[config.mk]
export PLATFORM = sky130hd
export DESIGN_NAME = irq_power_ctrl
export DESIGN_NICKNAME = d
export VERILOG_FILES = /design/src/inc/irq_power_pkg.sv /design/src/core/irq_power_ctrl.sv
export SDC_FILE = /design/constraint.sdc
export NUM_CORES = 1
export LEC_CHECK = 0
export ABC_AREA = 1
export CAP_MARGIN = 10
export CORE_ASPECT_RATIO = 1.2
export CORE_MARGIN = 1.5
export CORE_UTILIZATION = 60
export DETAILED_ROUTE_END_ITERATION = 8
export DONT_BUFFER_PORTS = 1
export GPL_ROUTABILITY_DRIVEN = 0
export PLACE_DENSITY = 0.73
export REMOVE_ABC_BUFFERS = 1
export SYNTH_ARGS = -nofsm -noshare
export SYNTH_HDL_FRONTEND = slang
export SYNTH_SLANG_ARGS = --single-unit
[constraint.sdc]
create_clock -name clk -period 3.5 [get_ports clk]
set_input_delay 0 -clock clk [delete_from_list [all_inputs] [get_ports clk]]
set_output_delay 0 -clock clk [all_outputs]
set_load 0.01 [all_outputs]
[src/inc/irq_power_pkg.sv]
// shared constants for the interrupt priority and power control block
package irq_power_pkg;
  // ---------------------------------------------------------------
  // register map (word indices; the bus byte address is four times the index)
  // ---------------------------------------------------------------
  localparam logic [7:0] power_control_addr = 8'h87;
  localparam logic [7:0] level_main_addr = 8'hb8;
  localparam logic [7:0] level_timer_two_addr = 8'hf8;
  localparam logic [7:0] status_addr = 8'hfc;
  localparam logic [7:0] vector_addr = 8'hf0;
  localparam logic [7:0] power_control_reset = 8'h00;
  localparam logic [7:0] level_reset = 8'h00;
  localparam logic [7:0] level_main_mask = 8'h7f;
  // ---------------------------------------------------------------
  // power control bit positions
  // ---------------------------------------------------------------
  localparam int baud_doubler_bit = 7;
  localparam int aux_ram_off_bit = 6;
  localparam int latch_strobe_quiet_bit = 5;
  localparam int watchdog_load_permit_bit = 4;
  localparam int user_flag_b_bit = 3;
  localparam int user_flag_a_bit = 2;
  localparam int power_off_request_bit = 1;
  localparam int sleep_request_bit = 0;
  // ---------------------------------------------------------------
  // source numbering: request vector bit index
  // ---------------------------------------------------------------
  localparam int src_count = 15;
  localparam int src_ext0 = 0;
  localparam int src_t0 = 1;
  localparam int src_ext1 = 2;
  localparam int src_t1 = 3;
  localparam int src_uart = 4;
  localparam int src_two_wire = 5;
  localparam int src_cap0 = 6;
  localparam int src_cap1 = 7;
  localparam int src_cap2 = 8;
  localparam int src_cap3 = 9;
  localparam int src_adc = 10;
  localparam int src_cmp0 = 11;
  localparam int src_cmp1 = 12;
  localparam int src_cmp2 = 13;
  localparam int src_t2 = 14;
  // sources able to wake from sleep: ext0, t0, ext1/tick, t1, uart, two-wire
  localparam logic [14:0] wake_sources = 15'h003f;
  // vector base and step: 0003h + 8 * source index
  localparam logic [15:0] vector_base = 16'h0003;
  localparam int vector_step_shift = 3;
  // ---------------------------------------------------------------
  // timing
  // ---------------------------------------------------------------
  localparam int clk_hz = 10000000;
  localparam int machine_cycle_clocks = 12;
  localparam int watchdog_restart_machine_cycles = 3;
  localparam int watchdog_restart_clocks =
    watchdog_restart_machine_cycles * machine_cycle_clocks;
  localparam int sample_phase = 9;
endpackage : irq_power_pkg

[src/core/irq_power_ctrl.sv]
// interrupt priority, polling, vectoring and power control with ahb-lite access
`timescale 1ns/1ps
module irq_power_ctrl #(
  parameter int nsrc = irq_power_pkg::src_count
) (
  // clock and reset
  input wire logic clk,
  input wire logic sys_rst,
  // ahb-lite slave
  input wire logic hsel,
  input wire logic [31:0] haddr,
  input wire logic [1:0] htrans,
  input wire logic hwrite,
  input wire logic [2:0] hsize,
  input wire logic [31:0] hwdata,
  input wire logic hready,
  output logic [31:0] hrdata,
  output logic hreadyout,
  output logic hresp,
  // core side
  input wire logic [14:0] irq_flags,
  input wire logic [14:0] irq_enable,
  input wire logic ext0_edge_mode,
  input wire logic ext1_edge_mode,
  input wire logic instr_last_cycle,
  input wire logic reti_pulse,
  input wire logic watchdog_loaded,
  input wire logic watchdog_reset,
  output logic irq_call,
  output logic [15:0] irq_vector,
  output logic [14:0] flag_clear,
  // pins (asynchronous, synchronised inside)
  input wire logic watchdog_disable_pin,
  input wire logic fast_osc_select,
  input wire logic slow_osc_retain,
  // peripheral mode outputs
  output logic baud_doubler,
  output logic aux_ram_off,
  output logic latch_strobe_quiet,
  output logic watchdog_load_permit,
  output logic cpu_halt,
  output logic timer_two_hold,
  output logic pwm_hold_high,
  output logic adc_abort,
  output logic sysclk_stop,
  output logic slow_osc_run,
  output logic restart_hold
);
  // ---------------------------------------------------------------
  // state
  // ---------------------------------------------------------------
  typedef struct packed {
    logic [7:0] power_control;
    logic [7:0] level_main;
    logic [7:0] level_t2;
    logic dphase;
    logic dwrite;
    logic [7:0] daddr;
    logic [31:0] rdata;
    logic [3:0] phase;
    logic [14:0] sampled;
    logic act_low;
    logic act_high;
    logic call;
    logic [15:0] vec;
    logic [14:0] clr;
    logic [5:0] restart_cnt;
    logic wd_meta;
    logic wd_sync;
    logic fo_meta;
    logic fo_sync;
    logic so_meta;
    logic so_sync;
  } state_t;

  state_t cur;
  state_t nxt;

  // polling order, highest first, as source indices
  localparam logic [3:0] poll_order [15] = '{
    4'd0, 4'd5, 4'd10, 4'd1, 4'd6, 4'd11, 4'd2, 4'd7,
    4'd12, 4'd3, 4'd8, 4'd13, 4'd4, 4'd9, 4'd14};

  // source level bits in source-index order
  function automatic logic [14:0] level_vec(input logic [7:0] m, input logic [7:0] t);
    logic [14:0] v;
    v = '0;
    v[irq_power_pkg::src_ext0] = m[0];
    v[irq_power_pkg::src_t0] = m[1];
    v[irq_power_pkg::src_ext1] = m[2];
    v[irq_power_pkg::src_t1] = m[3];
    v[irq_power_pkg::src_uart] = m[4];
    v[irq_power_pkg::src_two_wire] = m[5];
    v[irq_power_pkg::src_adc] = m[6];
    v[irq_power_pkg::src_cap0] = t[0];
    v[irq_power_pkg::src_cap1] = t[1];
    v[irq_power_pkg::src_cap2] = t[2];
    v[irq_power_pkg::src_cap3] = t[3];
    v[irq_power_pkg::src_cmp0] = t[4];
    v[irq_power_pkg::src_cmp1] = t[5];
    v[irq_power_pkg::src_cmp2] = t[6];
    v[irq_power_pkg::src_t2] = t[7];
    return v;
  endfunction : level_vec

  // first set bit in polling order; found flag in bit 4
  function automatic logic [4:0] poll_pick(input logic [14:0] req);
    logic [4:0] r;
    r = '0;
    for (int i = 14; i >= 0; i--) begin
      if (req[poll_order[i]]) begin
        r = {1'b1, poll_order[i]};
      end
    end
    return r;
  endfunction : poll_pick

  // vector: 0003h + 8 * source index
  function automatic logic [15:0] vector_of(input logic [3:0] s);
    return irq_power_pkg::vector_base + 16'({s, 3'b000});
  endfunction : vector_of

  logic [14:0] levels;
  logic [14:0] pending;
  logic [14:0] hi_req;
  logic [14:0] lo_req;
  logic [4:0] hi_pick;
  logic [4:0] lo_pick;
  logic [4:0] pick;
  logic pick_high;
  logic blocked;
  logic wake_req;
  logic addr_ok;
  logic [7:0] wbyte;
  logic [7:0] wr_power_control;
  logic [7:0] reg_idx;
  logic power_control_wr;

  always_comb begin
    levels = level_vec(cur.level_main, cur.level_t2);
    pending = cur.sampled & irq_enable;
    hi_req = pending & levels;
    lo_req = pending & ~levels;
    hi_pick = poll_pick(hi_req);
    lo_pick = poll_pick(lo_req);
    // high level wins over low; a high service blocks all, low blocks low
    pick_high = hi_pick[4];
    pick = pick_high ? hi_pick : lo_pick;
    blocked = cur.act_high | (cur.act_low & ~pick_high);
    wake_req = |(pending & irq_power_pkg::wake_sources) &&
               !(cur.act_high || (cur.act_low && !(|(hi_req & irq_power_pkg::wake_sources))));
    // registers sit one per word: the bus byte address is four times the index
    reg_idx = haddr[9:2];
    addr_ok = (reg_idx == irq_power_pkg::power_control_addr) ||
              (reg_idx == irq_power_pkg::level_main_addr) ||
              (reg_idx == irq_power_pkg::level_timer_two_addr) ||
              (reg_idx == irq_power_pkg::status_addr) ||
              (reg_idx == irq_power_pkg::vector_addr);
    wbyte = hwdata[7:0];
    wr_power_control = wbyte;
    power_control_wr = cur.dphase && cur.dwrite && (cur.daddr == irq_power_pkg::power_control_addr);
  end

  always_comb begin
    nxt = cur;
    nxt.call = 1'b0;
    nxt.clr = '0;
    // pin synchronisers
    nxt.wd_meta = watchdog_disable_pin;
    nxt.wd_sync = cur.wd_meta;
    nxt.fo_meta = fast_osc_select;
    nxt.fo_sync = cur.fo_meta;
    nxt.so_meta = slow_osc_retain;
    nxt.so_sync = cur.so_meta;
    // ---------------------------------------------------------------
    // machine-cycle phase and sampling
    // ---------------------------------------------------------------
    nxt.phase = (cur.phase == 4'(irq_power_pkg::machine_cycle_clocks - 1)) ?
                4'd0 : cur.phase + 4'd1;
    if (cur.phase == 4'(irq_power_pkg::sample_phase)) begin
      nxt.sampled = irq_flags;
    end
    // poll at end of machine cycle; a blocked sample is simply overwritten
    if (cur.phase == 4'(irq_power_pkg::machine_cycle_clocks - 1) && pick[4] &&
        !blocked && instr_last_cycle && cur.restart_cnt == '0) begin
      nxt.call = 1'b1;
      nxt.vec = vector_of(pick[3:0]);
      if (pick_high) nxt.act_high = 1'b1;
      else nxt.act_low = 1'b1;
      nxt.clr[irq_power_pkg::src_t0] = (pick[3:0] == 4'(irq_power_pkg::src_t0));
      nxt.clr[irq_power_pkg::src_t1] = (pick[3:0] == 4'(irq_power_pkg::src_t1));
      nxt.clr[irq_power_pkg::src_ext0] =
        (pick[3:0] == 4'(irq_power_pkg::src_ext0)) && ext0_edge_mode;
      nxt.clr[irq_power_pkg::src_ext1] =
        (pick[3:0] == 4'(irq_power_pkg::src_ext1)) && ext1_edge_mode;
      nxt.sampled[pick[3:0]] = 1'b0;
    end
    if (reti_pulse) begin
      if (cur.act_high) nxt.act_high = 1'b0;
      else nxt.act_low = 1'b0;
    end
    // ---------------------------------------------------------------
    // bus: address phase capture, data phase write
    // ---------------------------------------------------------------
    nxt.dphase = hsel && hready && htrans[1];
    nxt.dwrite = hwrite;
    nxt.daddr = reg_idx;
    if (cur.dphase && cur.dwrite) begin
      case (cur.daddr)
        irq_power_pkg::power_control_addr: begin
          // whole byte only; power-off refused while watchdog pin low
          nxt.power_control = wr_power_control;
          nxt.power_control[irq_power_pkg::power_off_request_bit] =
            wr_power_control[irq_power_pkg::power_off_request_bit] & cur.wd_sync;
        end
        irq_power_pkg::level_main_addr: nxt.level_main = wbyte & irq_power_pkg::level_main_mask;
        irq_power_pkg::level_timer_two_addr: nxt.level_t2 = wbyte;
        default: ;
      endcase
    end
    // load permit clears on watchdog load; software setting wins the same cycle
    if (watchdog_loaded && !(power_control_wr && wr_power_control[irq_power_pkg::watchdog_load_permit_bit])) begin
      nxt.power_control[irq_power_pkg::watchdog_load_permit_bit] = 1'b0;
    end
    // wake from sleep by an unblocked enabled wake source; a software set in the
    // same cycle wins, the sleep ends again one clock later while the source stays pending
    if (cur.power_control[irq_power_pkg::sleep_request_bit] && wake_req &&
        !(power_control_wr && wr_power_control[irq_power_pkg::sleep_request_bit])) begin
      nxt.power_control[irq_power_pkg::sleep_request_bit] = 1'b0;
    end
    if (nxt.dphase && !hwrite) begin
      case (reg_idx)
        irq_power_pkg::power_control_addr: nxt.rdata = {24'h0, cur.power_control};
        irq_power_pkg::level_main_addr: nxt.rdata = {24'h0, cur.level_main};
        irq_power_pkg::level_timer_two_addr: nxt.rdata = {24'h0, cur.level_t2};
        irq_power_pkg::status_addr: nxt.rdata = {15'h0, cur.act_high, cur.act_low, cur.sampled};
        irq_power_pkg::vector_addr: nxt.rdata = {16'h0, cur.vec};
        default: nxt.rdata = 32'h0;
      endcase
    end
    // ---------------------------------------------------------------
    // watchdog reset: clears power control, both level registers and the active flags, holds restart 3 machine cycles
    // ---------------------------------------------------------------
    if (cur.restart_cnt != '0) nxt.restart_cnt = cur.restart_cnt - 6'd1;
    if (watchdog_reset) begin
      nxt.power_control = irq_power_pkg::power_control_reset;
      nxt.level_main = irq_power_pkg::level_reset;
      nxt.level_t2 = irq_power_pkg::level_reset;
      nxt.act_low = 1'b0;
      nxt.act_high = 1'b0;
      nxt.restart_cnt = 6'(irq_power_pkg::watchdog_restart_clocks);
    end
  end

  // external reset lengths (24 periods / 1 us..10 ms) are the driver's duty
  always_ff @(posedge clk) begin
    if (sys_rst) begin
      cur <= '0;
    end else begin
      cur <= nxt;
    end
  end

  // ---------------------------------------------------------------
  // outputs: all registered except hreadyout and hresp, which are tied off
  // ---------------------------------------------------------------
  always_ff @(posedge clk) begin
    if (sys_rst) begin
      hrdata <= 32'h0;
      irq_call <= 1'b0;
      irq_vector <= 16'h0;
      flag_clear <= 15'h0;
      baud_doubler <= 1'b0;
      aux_ram_off <= 1'b0;
      latch_strobe_quiet <= 1'b0;
      watchdog_load_permit <= 1'b0;
      cpu_halt <= 1'b0;
      timer_two_hold <= 1'b0;
      pwm_hold_high <= 1'b0;
      adc_abort <= 1'b0;
      sysclk_stop <= 1'b0;
      slow_osc_run <= 1'b0;
      restart_hold <= 1'b0;
    end else begin
      hrdata <= nxt.rdata;
      irq_call <= nxt.call;
      irq_vector <= nxt.vec;
      flag_clear <= nxt.clr;
      baud_doubler <= nxt.power_control[irq_power_pkg::baud_doubler_bit];
      aux_ram_off <= nxt.power_control[irq_power_pkg::aux_ram_off_bit];
      latch_strobe_quiet <= nxt.power_control[irq_power_pkg::latch_strobe_quiet_bit];
      watchdog_load_permit <= nxt.power_control[irq_power_pkg::watchdog_load_permit_bit];
      // halt the core while sleeping or off; its registers stay frozen
      cpu_halt <= nxt.power_control[irq_power_pkg::sleep_request_bit] |
                  nxt.power_control[irq_power_pkg::power_off_request_bit];
      timer_two_hold <= nxt.power_control[irq_power_pkg::sleep_request_bit];
      pwm_hold_high <= nxt.power_control[irq_power_pkg::sleep_request_bit];
      adc_abort <= nxt.power_control[irq_power_pkg::sleep_request_bit];
      // timers 0/1, watchdog, serial ports and tick have no hold line
      sysclk_stop <= nxt.power_control[irq_power_pkg::power_off_request_bit];
      slow_osc_run <= !cur.fo_sync &&
        (!nxt.power_control[irq_power_pkg::power_off_request_bit] || cur.so_sync);
      restart_hold <= nxt.restart_cnt != '0;
    end
  end

  assign hreadyout = 1'b1;
  assign hresp = 1'b0;
  // unmapped reads return zero; these inputs carry nothing this block needs
  logic unused_ok;
  assign unused_ok = addr_ok ^ (|hsize) ^ (|haddr[31:10]) ^ (|haddr[1:0]);
endmodule : irq_power_ctrl

==> impl_results.md, run 1 <==
* # diodes at 0
* Commonest non-fill, non-tap cell in the layout: nand2_1
* CP endpoint kind: flop
* Layout Cells excl Fill at 905
* Placed instance area at 5130 um^2
* WL/cell at approximately 15 um
* Hold slack final at about 0.029 ns
* Ports at 190
* # fillers at 765
* Final Core Density at 67.8%
* Distinct cells, synth at 48
* Clock Latency Late Sink at 0.36 ns
* Vias at 4,907
* Post-synthesis cell count at 765
* Syn Std Cell Area at 5370 um^2
* Pin count of the biggest net entering global routing at 47
* Ys flop type: dfxtp_1
* Die height at 107 um
* Full die area at 9520 um^2
* Final setup fails at 0
* Max_slew headroom at 37.8%
* Row count at 37
* Max Clock Skew at ~0.015 ns
* Drt pass-1 iters at 5
* Met3 WL at 986 um
* Sequential share of the synthesized area at between 30% and 40%
* Hold Vio Cnt, Final at 0
* Root buf cell: clkbuf_8
* Final Max Tran Viols at 0
* Worst Path Class, Setup: flop to flop
* Worst hold path depth at 4
* Metal-1 WL at 5410 um
* Post-cts resize count at 0
* Worst Path Max Fanout at 11
* Detail Placement HPWL at roughly 11,000 um
* Post-route cell area at 5840 um^2
* Fin crit period at 2.15 ns
* Starting Density at 62.3%
* HP Class: input port to flop
* Tot GR Track Use at a little under a third
* Number of setup buffers added after CTS at 0
* WP data required at 3.80 ns
* Number of synthesized flops with an enable pin at 0
* Peak supply drop at 0.262 mV
* LEAKAGE at 2.64 nW
* Max Root-Sink Buffers at 2
* WL final at 14,000 um
* Pwr dens at 365 nW/um^2
* Dpl cells at 841
* Top Metal Used: met4
* Tot Pwr at 2.13 mW
* Initial antenna violation count at 0
* Period utilisation layout at 61.3%
* Worst-Margin Slew at 0.925 ns
* Fmax at 466 MHz
* Startpoint types: flop
* Area of the multi-input gates at roughly 2700 um^2
* PnR worst setup slack at 1.35 ns
* Synth async-reset ratio at 0%
* Vias in the first global route at 4,724
* NumNets Final at 900
* Clk sinks at 96
* DP Worst Slack at 1.60 ns
* Total area of sequential cells at 1920 um^2
* H-tree depth at 3
* Worst-path clk slew at 0.10 ns
* CTS tree: yes
* Final ANT Viol Nets at 0
* Detail Route met2 WL at 6820 um
* Share of layout cells above drive strength 1 at 10.4%
* Vias per inst at ~5.4
* RSZ-0062 raised after global routing: false
* PortBufs at 0
* DRC at 0
* Total grt overflow at 0
* Max-cap violation count at 0
* YS warnings at 0
* Syn_area_per_cell at 7.02 um^2
* First-pass GRT wire length at between 20,000 and 25,000 um
* Worst Reg-to-Reg Cells at 7
* 1st-iter DRT viols at about 280
* CTS Buf Count at 9
* Setup TNS at 0 ns
* Die X at 89.3 um
* Area growth syn-to-layout at 8.72%
* Core Footprint at 8610 um^2
* Commonest non-fill, non-tap cells in the layout: nand2_1, dfxtp_1, inv_1, nor2_1, a21oi_1
* Status: finished clean
* Synth Register Bits at 96
* Crit path DAT at 2.45 ns
worst max-delay path, cell delays in order, from the launching register on:
cell,delay [ns]
dfxtp_1,0.33
nand2_1,0.11
nor3_1,0.24
nand2_1,0.22
inv_1,0.34
a21oi_1,0.07
a211oi_1,0.20
dlygate4sd3_1,0.58
per-layer routing:
metal / global-route usage, % / vias to the layer above
li1: - / 2400
met1: 34.7 / 2261
met2: 50.6 / 204
met3: 7.08 / 42
met4: 17.6 / 0
met5: 0 / -
synth_stat cells, types with 5 or more instances:
cell type / instances / area, um^2
inv_1: 91 / 342
o21ai_0: 43 / 215
a21oi_1: 53 / 265
or2_2: 10 / 62.6
o211ai_1: 9 / 67.6
nand3_2: 12 / 120
nor3_1: 8 / 40.0
o22ai_1: 5 / 31.3
buf_4: 63 / 473
nand4_1: 5 / 31.3
clkbuf_1: 13 / 48.8
dfxtp_1: 96 / 1920
nand2_2: 14 / 87.6
nor2_1: 86 / 323
nand2_1: 156 / 586
nor2_4: 5 / 56.3
nand3_1: 40 / 200
final timing paths:
check,endpoint,from,slack (ns)
max,cur[127],cur[106],1.35
min,hrdata[6],haddr[3],0.03
max reg2reg,cur[127],cur[106],1.35
min reg2reg,cur[0],cur[1],0.41
timing repair:
item / CTS / global route
hold endpoints to repair: 87 / 5
hold buffers: 45 / 2
setup endpoints to repair: 0 / 0
power breakdown:
| part | leakage (nW) | total [mW] | switching (mW) | internal, mW |
|---|---|---|---|---|
| clock network | 0.112 | 0.789 | 0.421 | 0.368 |
| logic | 1.75 | 0.206 | 0.123 | 0.0831 |
| registers | 0.780 | 1.14 | 0.0180 | 1.12 |
cells by family (layout without fill, tap and decap cells):
kind of cell / count (synthesis) / in the layout / share of synthesized area (%)
and+or+nand+nor: 355 / 355 / 31.8
buffers and inverters: 175 / 162 / 16.8
AOI/OAI and AO/OA: 129 / 129 / 13.9
DFF: 96 / 96 / 35.8
adders and majority gates: 4 / 4 / 0.932
xor gates and xnor gates: 4 / 4 / 0.653
other: 2 / 38 / 0.140
final cells by class:
cell class | instances | area share (%)
Clock buffer | 10 | 2.36
Clock inverter | 6 | 1.44
Inverter | 97 | 6.33
Tap cell | 117 | 2.51
Timing Repair Buffer | 49 | 8.49
Sequential cell | 96 | 32.9
Multi-Input combinational cell | 530 | 45.9
state kept, by name, indices dropped and copies added, names as in the netlist:
signal        count
hrdata           17
cur              66
cpu_halt          1
irq_call          1
irq_vector        5
slow_osc_run      1
flag_clear        4
restart_hold      1
Note: power is estimated with default switching activity, not from simulation.
==> inputs of run 2 (changes only) <==
==> constraint.sdc (replaced) <==
create_clock -name clk -period 2.1 [get_ports clk]
set_input_delay 0 -clock clk [delete_from_list [all_inputs] [get_ports clk]]
set_output_delay 0 -clock clk [all_outputs]
set_load 0.01 [all_outputs]
==> impl_results.md, run 2 (synthesized netlist as in run 1, its figures left out) <==
* Final Core Density at 67.6% (was 67.8%)
* Max-cap violation count at 0 (unchanged)
* Max Root-Sink Buffers at 2 (unchanged)
* Clk sinks at 96 (unchanged)
* CTS tree: yes (unchanged)
* Startpoint types: flop (unchanged)
* Peak supply drop at 0.478 mV (was 0.262 mV)
* Worst-Margin Slew at 0.518 ns (was 0.925 ns)
* Setup TNS at 0 ns (unchanged)
* Core Footprint at 8610 um^2 (unchanged)
* Hold slack final at 0.0169 ns (was 0.0288 ns)
* Die X at 89.3 um (unchanged)
* Hold Crit Start: haddr[5] (was haddr[3])
* Final setup fails at 0 (unchanged)
* PortBufs at 0 (unchanged)
* CTS Buf Count at 9 (unchanged)
* Commonest non-fill, non-tap cell in the layout: nand2_1 (unchanged)
* LEAKAGE at 2.61 nW (was 2.64 nW)
* Status: finished clean (unchanged)
* Max Clock Skew at 0.0196 ns (was 0.0152 ns)
* Crit path DAT at 2.28 ns (was 2.45 ns)
* Initial antenna violation count at 0 (unchanged)
* Commonest non-fill, non-tap cells in the layout: nand2_1, dfxtp_1, inv_1, nor2_1, a21oi_1 (unchanged)
* Vias in the first global route at 4,729 (was 4,724)
* Die height at 107 um (unchanged)
* Area growth syn-to-layout at 8.46% (was 8.72%)
* Met3 WL at 993 um (was 986 um)
* Drt pass-1 iters at 7 (was 5)
* First-pass GRT wire length at 22,300 um (was 21,900 um)
* Worst-path clk slew at 0.11 ns (was 0.10 ns)
* Placed instance area at 5160 um^2 (was 5130 um^2)
* Fin crit period at 2.03 ns (was 2.15 ns)
* # fillers at 775 (was 765)
* Pwr dens at 580 nW/um^2 (was 365 nW/um^2)
* NumNets Final at 903 (was 900)
* Full die area at 9520 um^2 (unchanged)
* Top flop regs: cur: 66 flops, hrdata: 17 flops, irq_vector: 5 flops (unchanged)
* Final Max Tran Viols at 0 (unchanged)
* Starting Density at 62.3% (unchanged)
* Worst Path Max Fanout at 5 (was 11)
* Row count at 37 (unchanged)
* DRC at 0 (unchanged)
* Vias at 4,938 (was 4,907)
* CP endpoint kind: flop (unchanged)
* Worst Reg-to-Reg Cells at 12 (was 7)
* Fmax at 494 MHz (was 466 MHz)
* DP Worst Slack at 0.186 ns (was 1.60 ns)
* Pin count of the biggest net entering global routing at 47 (unchanged)
* Hold EP: hrdata[6] (unchanged)
* Largest register by flop count: cur (unchanged)
* Total grt overflow at 0 (unchanged)
* Top Metal Used: met4 (unchanged)
* Area of the multi-input gates at 2680 um^2 (unchanged)
* Max_slew headroom at 65.4% (was 37.8%)
* Reg-to-Reg End: cur[51] (was cur[127])
* Final ANT Viol Nets at 0 (unchanged)
* Share of layout cells above drive strength 1 at 11.3% (was 10.4%)
* Post-route cell area at 5820 um^2 (was 5840 um^2)
* Clock Latency Late Sink at 0.37 ns (was 0.36 ns)
* Detail Route met2 WL at 6830 um (was 6820 um)
* Period utilisation layout at 96.5% (was 61.3%)
* WP data required at 2.35 ns (was 3.80 ns)
* Metal-1 WL at 5460 um (was 5410 um)
* Ports at 190 (unchanged)
* FF-to-FF setup slack at 0.07 ns (was 1.35 ns)
* Hold Vio Cnt, Final at 0 (unchanged)
* WL/cell at 15.6 um (was 15.5 um)
* Total area of sequential cells at 1930 um^2 (was 1920 um^2)
* HP Class: input port to flop (unchanged)
* Vias per inst at 5.44 (was 5.42)
* WL final at 14,200 um (was 14,000 um)
* PnR worst setup slack at 0.0740 ns (was 1.35 ns)
* Root buf cell: clkbuf_8 (unchanged)
* Worst hold path depth at 4 (unchanged)
* Worst Path Class, Setup: flop to flop (unchanged)
* 1st-iter DRT viols at 270 (was 284)
* # diodes at 0 (unchanged)
* Detail Placement HPWL at 10,600 um (about the same)
* Tot GR Track Use at 30.7% (was 30.3%)
* H-tree depth at 3 (unchanged)
* Largest register FFs at 66 (unchanged)
* FF-to-FF Start: cur[57] (was cur[106])
[run 2: final cells by class]
type | count | area share [%]
Multi-Input combinational cell | 530 | 46.1
Sequential cell | 96 | 33.1
Timing Repair Buffer | 52 | 8.85
Inverter | 97 | 6.40
Tap cell | 117 | 2.51
Clock buffer | 10 | 2.19
Clock inverter | 6 | 0.903
[run 2: what timing repair did]
| action | 4_1_cts | 5_1_grt |
|---|---|---|
| gates resized for setup | 0 | 4 |
| setup buffers | 0 | 1 |
| hold buffers | 46 | 0 |
| setup endpoints to repair | 0 | 6 |
| endpoints found under the hold margin | 83 | 0 |
[run 2: worst max-delay path, cell delays in order, from the launching register on]
cell and delay (ns):
dfxtp_1 0.40, nand3_1 0.20, nand2_2 0.11, nor2_4 0.10, nand3_2 0.08, nor2_4 0.23
inv_4 0.08, nor2_4 0.11, nand2_2 0.11, nand2_2 0.13, nand2_2 0.09, nor2_1 0.19
nor2_1 0.07
[run 2: power breakdown]
part / switching [mW] / internal, mW / leakage (nW) / total [mW]
Sequential: 0.0304 / 1.86 / 0.781 / 1.89
Clock: 0.694 / 0.448 / 0.0786 / 1.14
Combinational: 0.205 / 0.137 / 1.75 / 0.342
Total: 0.929 / 2.45 / 2.61 / 3.38
[run 2: how the worst max path moves through the flow]
| stage | from | endpoint | slack (ns) | cells after the start |
|---|---|---|---|---|
| 2_1_floorplan | cur[6] | cur[58] | 0.48 | 8 |
| 3_3_place_gp | cur[6] | cur[60] | 0.22 | 8 |
| 3_5_place_dp | cur[54] | cur[60] | 0.19 | 11 |
| 4_1_cts | cur[57] | cur[51] | 0.16 | 12 |
| 5_1_grt | cur[57] | cur[51] | -0.02 | 12 |
| 6_report | cur[57] | cur[51] | 0.07 | 12 |
[run 2: metrics by stage]
step | power (mW) | instances
2_1_floorplan | 2.14 | 723
3_3_place_gp | 2.17 | 845
3_5_place_dp | 2.18 | 845
4_1_cts | 3.38 | 907
5_1_grt | 3.50 | 908
6_report | 3.38 | 908
[run 2: per-layer routing]
| layer | track usage (%) | up-vias |
|---|---|---|
| met2 | 50.8 | 221 |
| met5 | 0 | - |
| li1 | - | 2397 |
| met4 | 20.2 | 0 |
| met3 | 6.24 | 55 |
| met1 | 35.2 | 2265 |
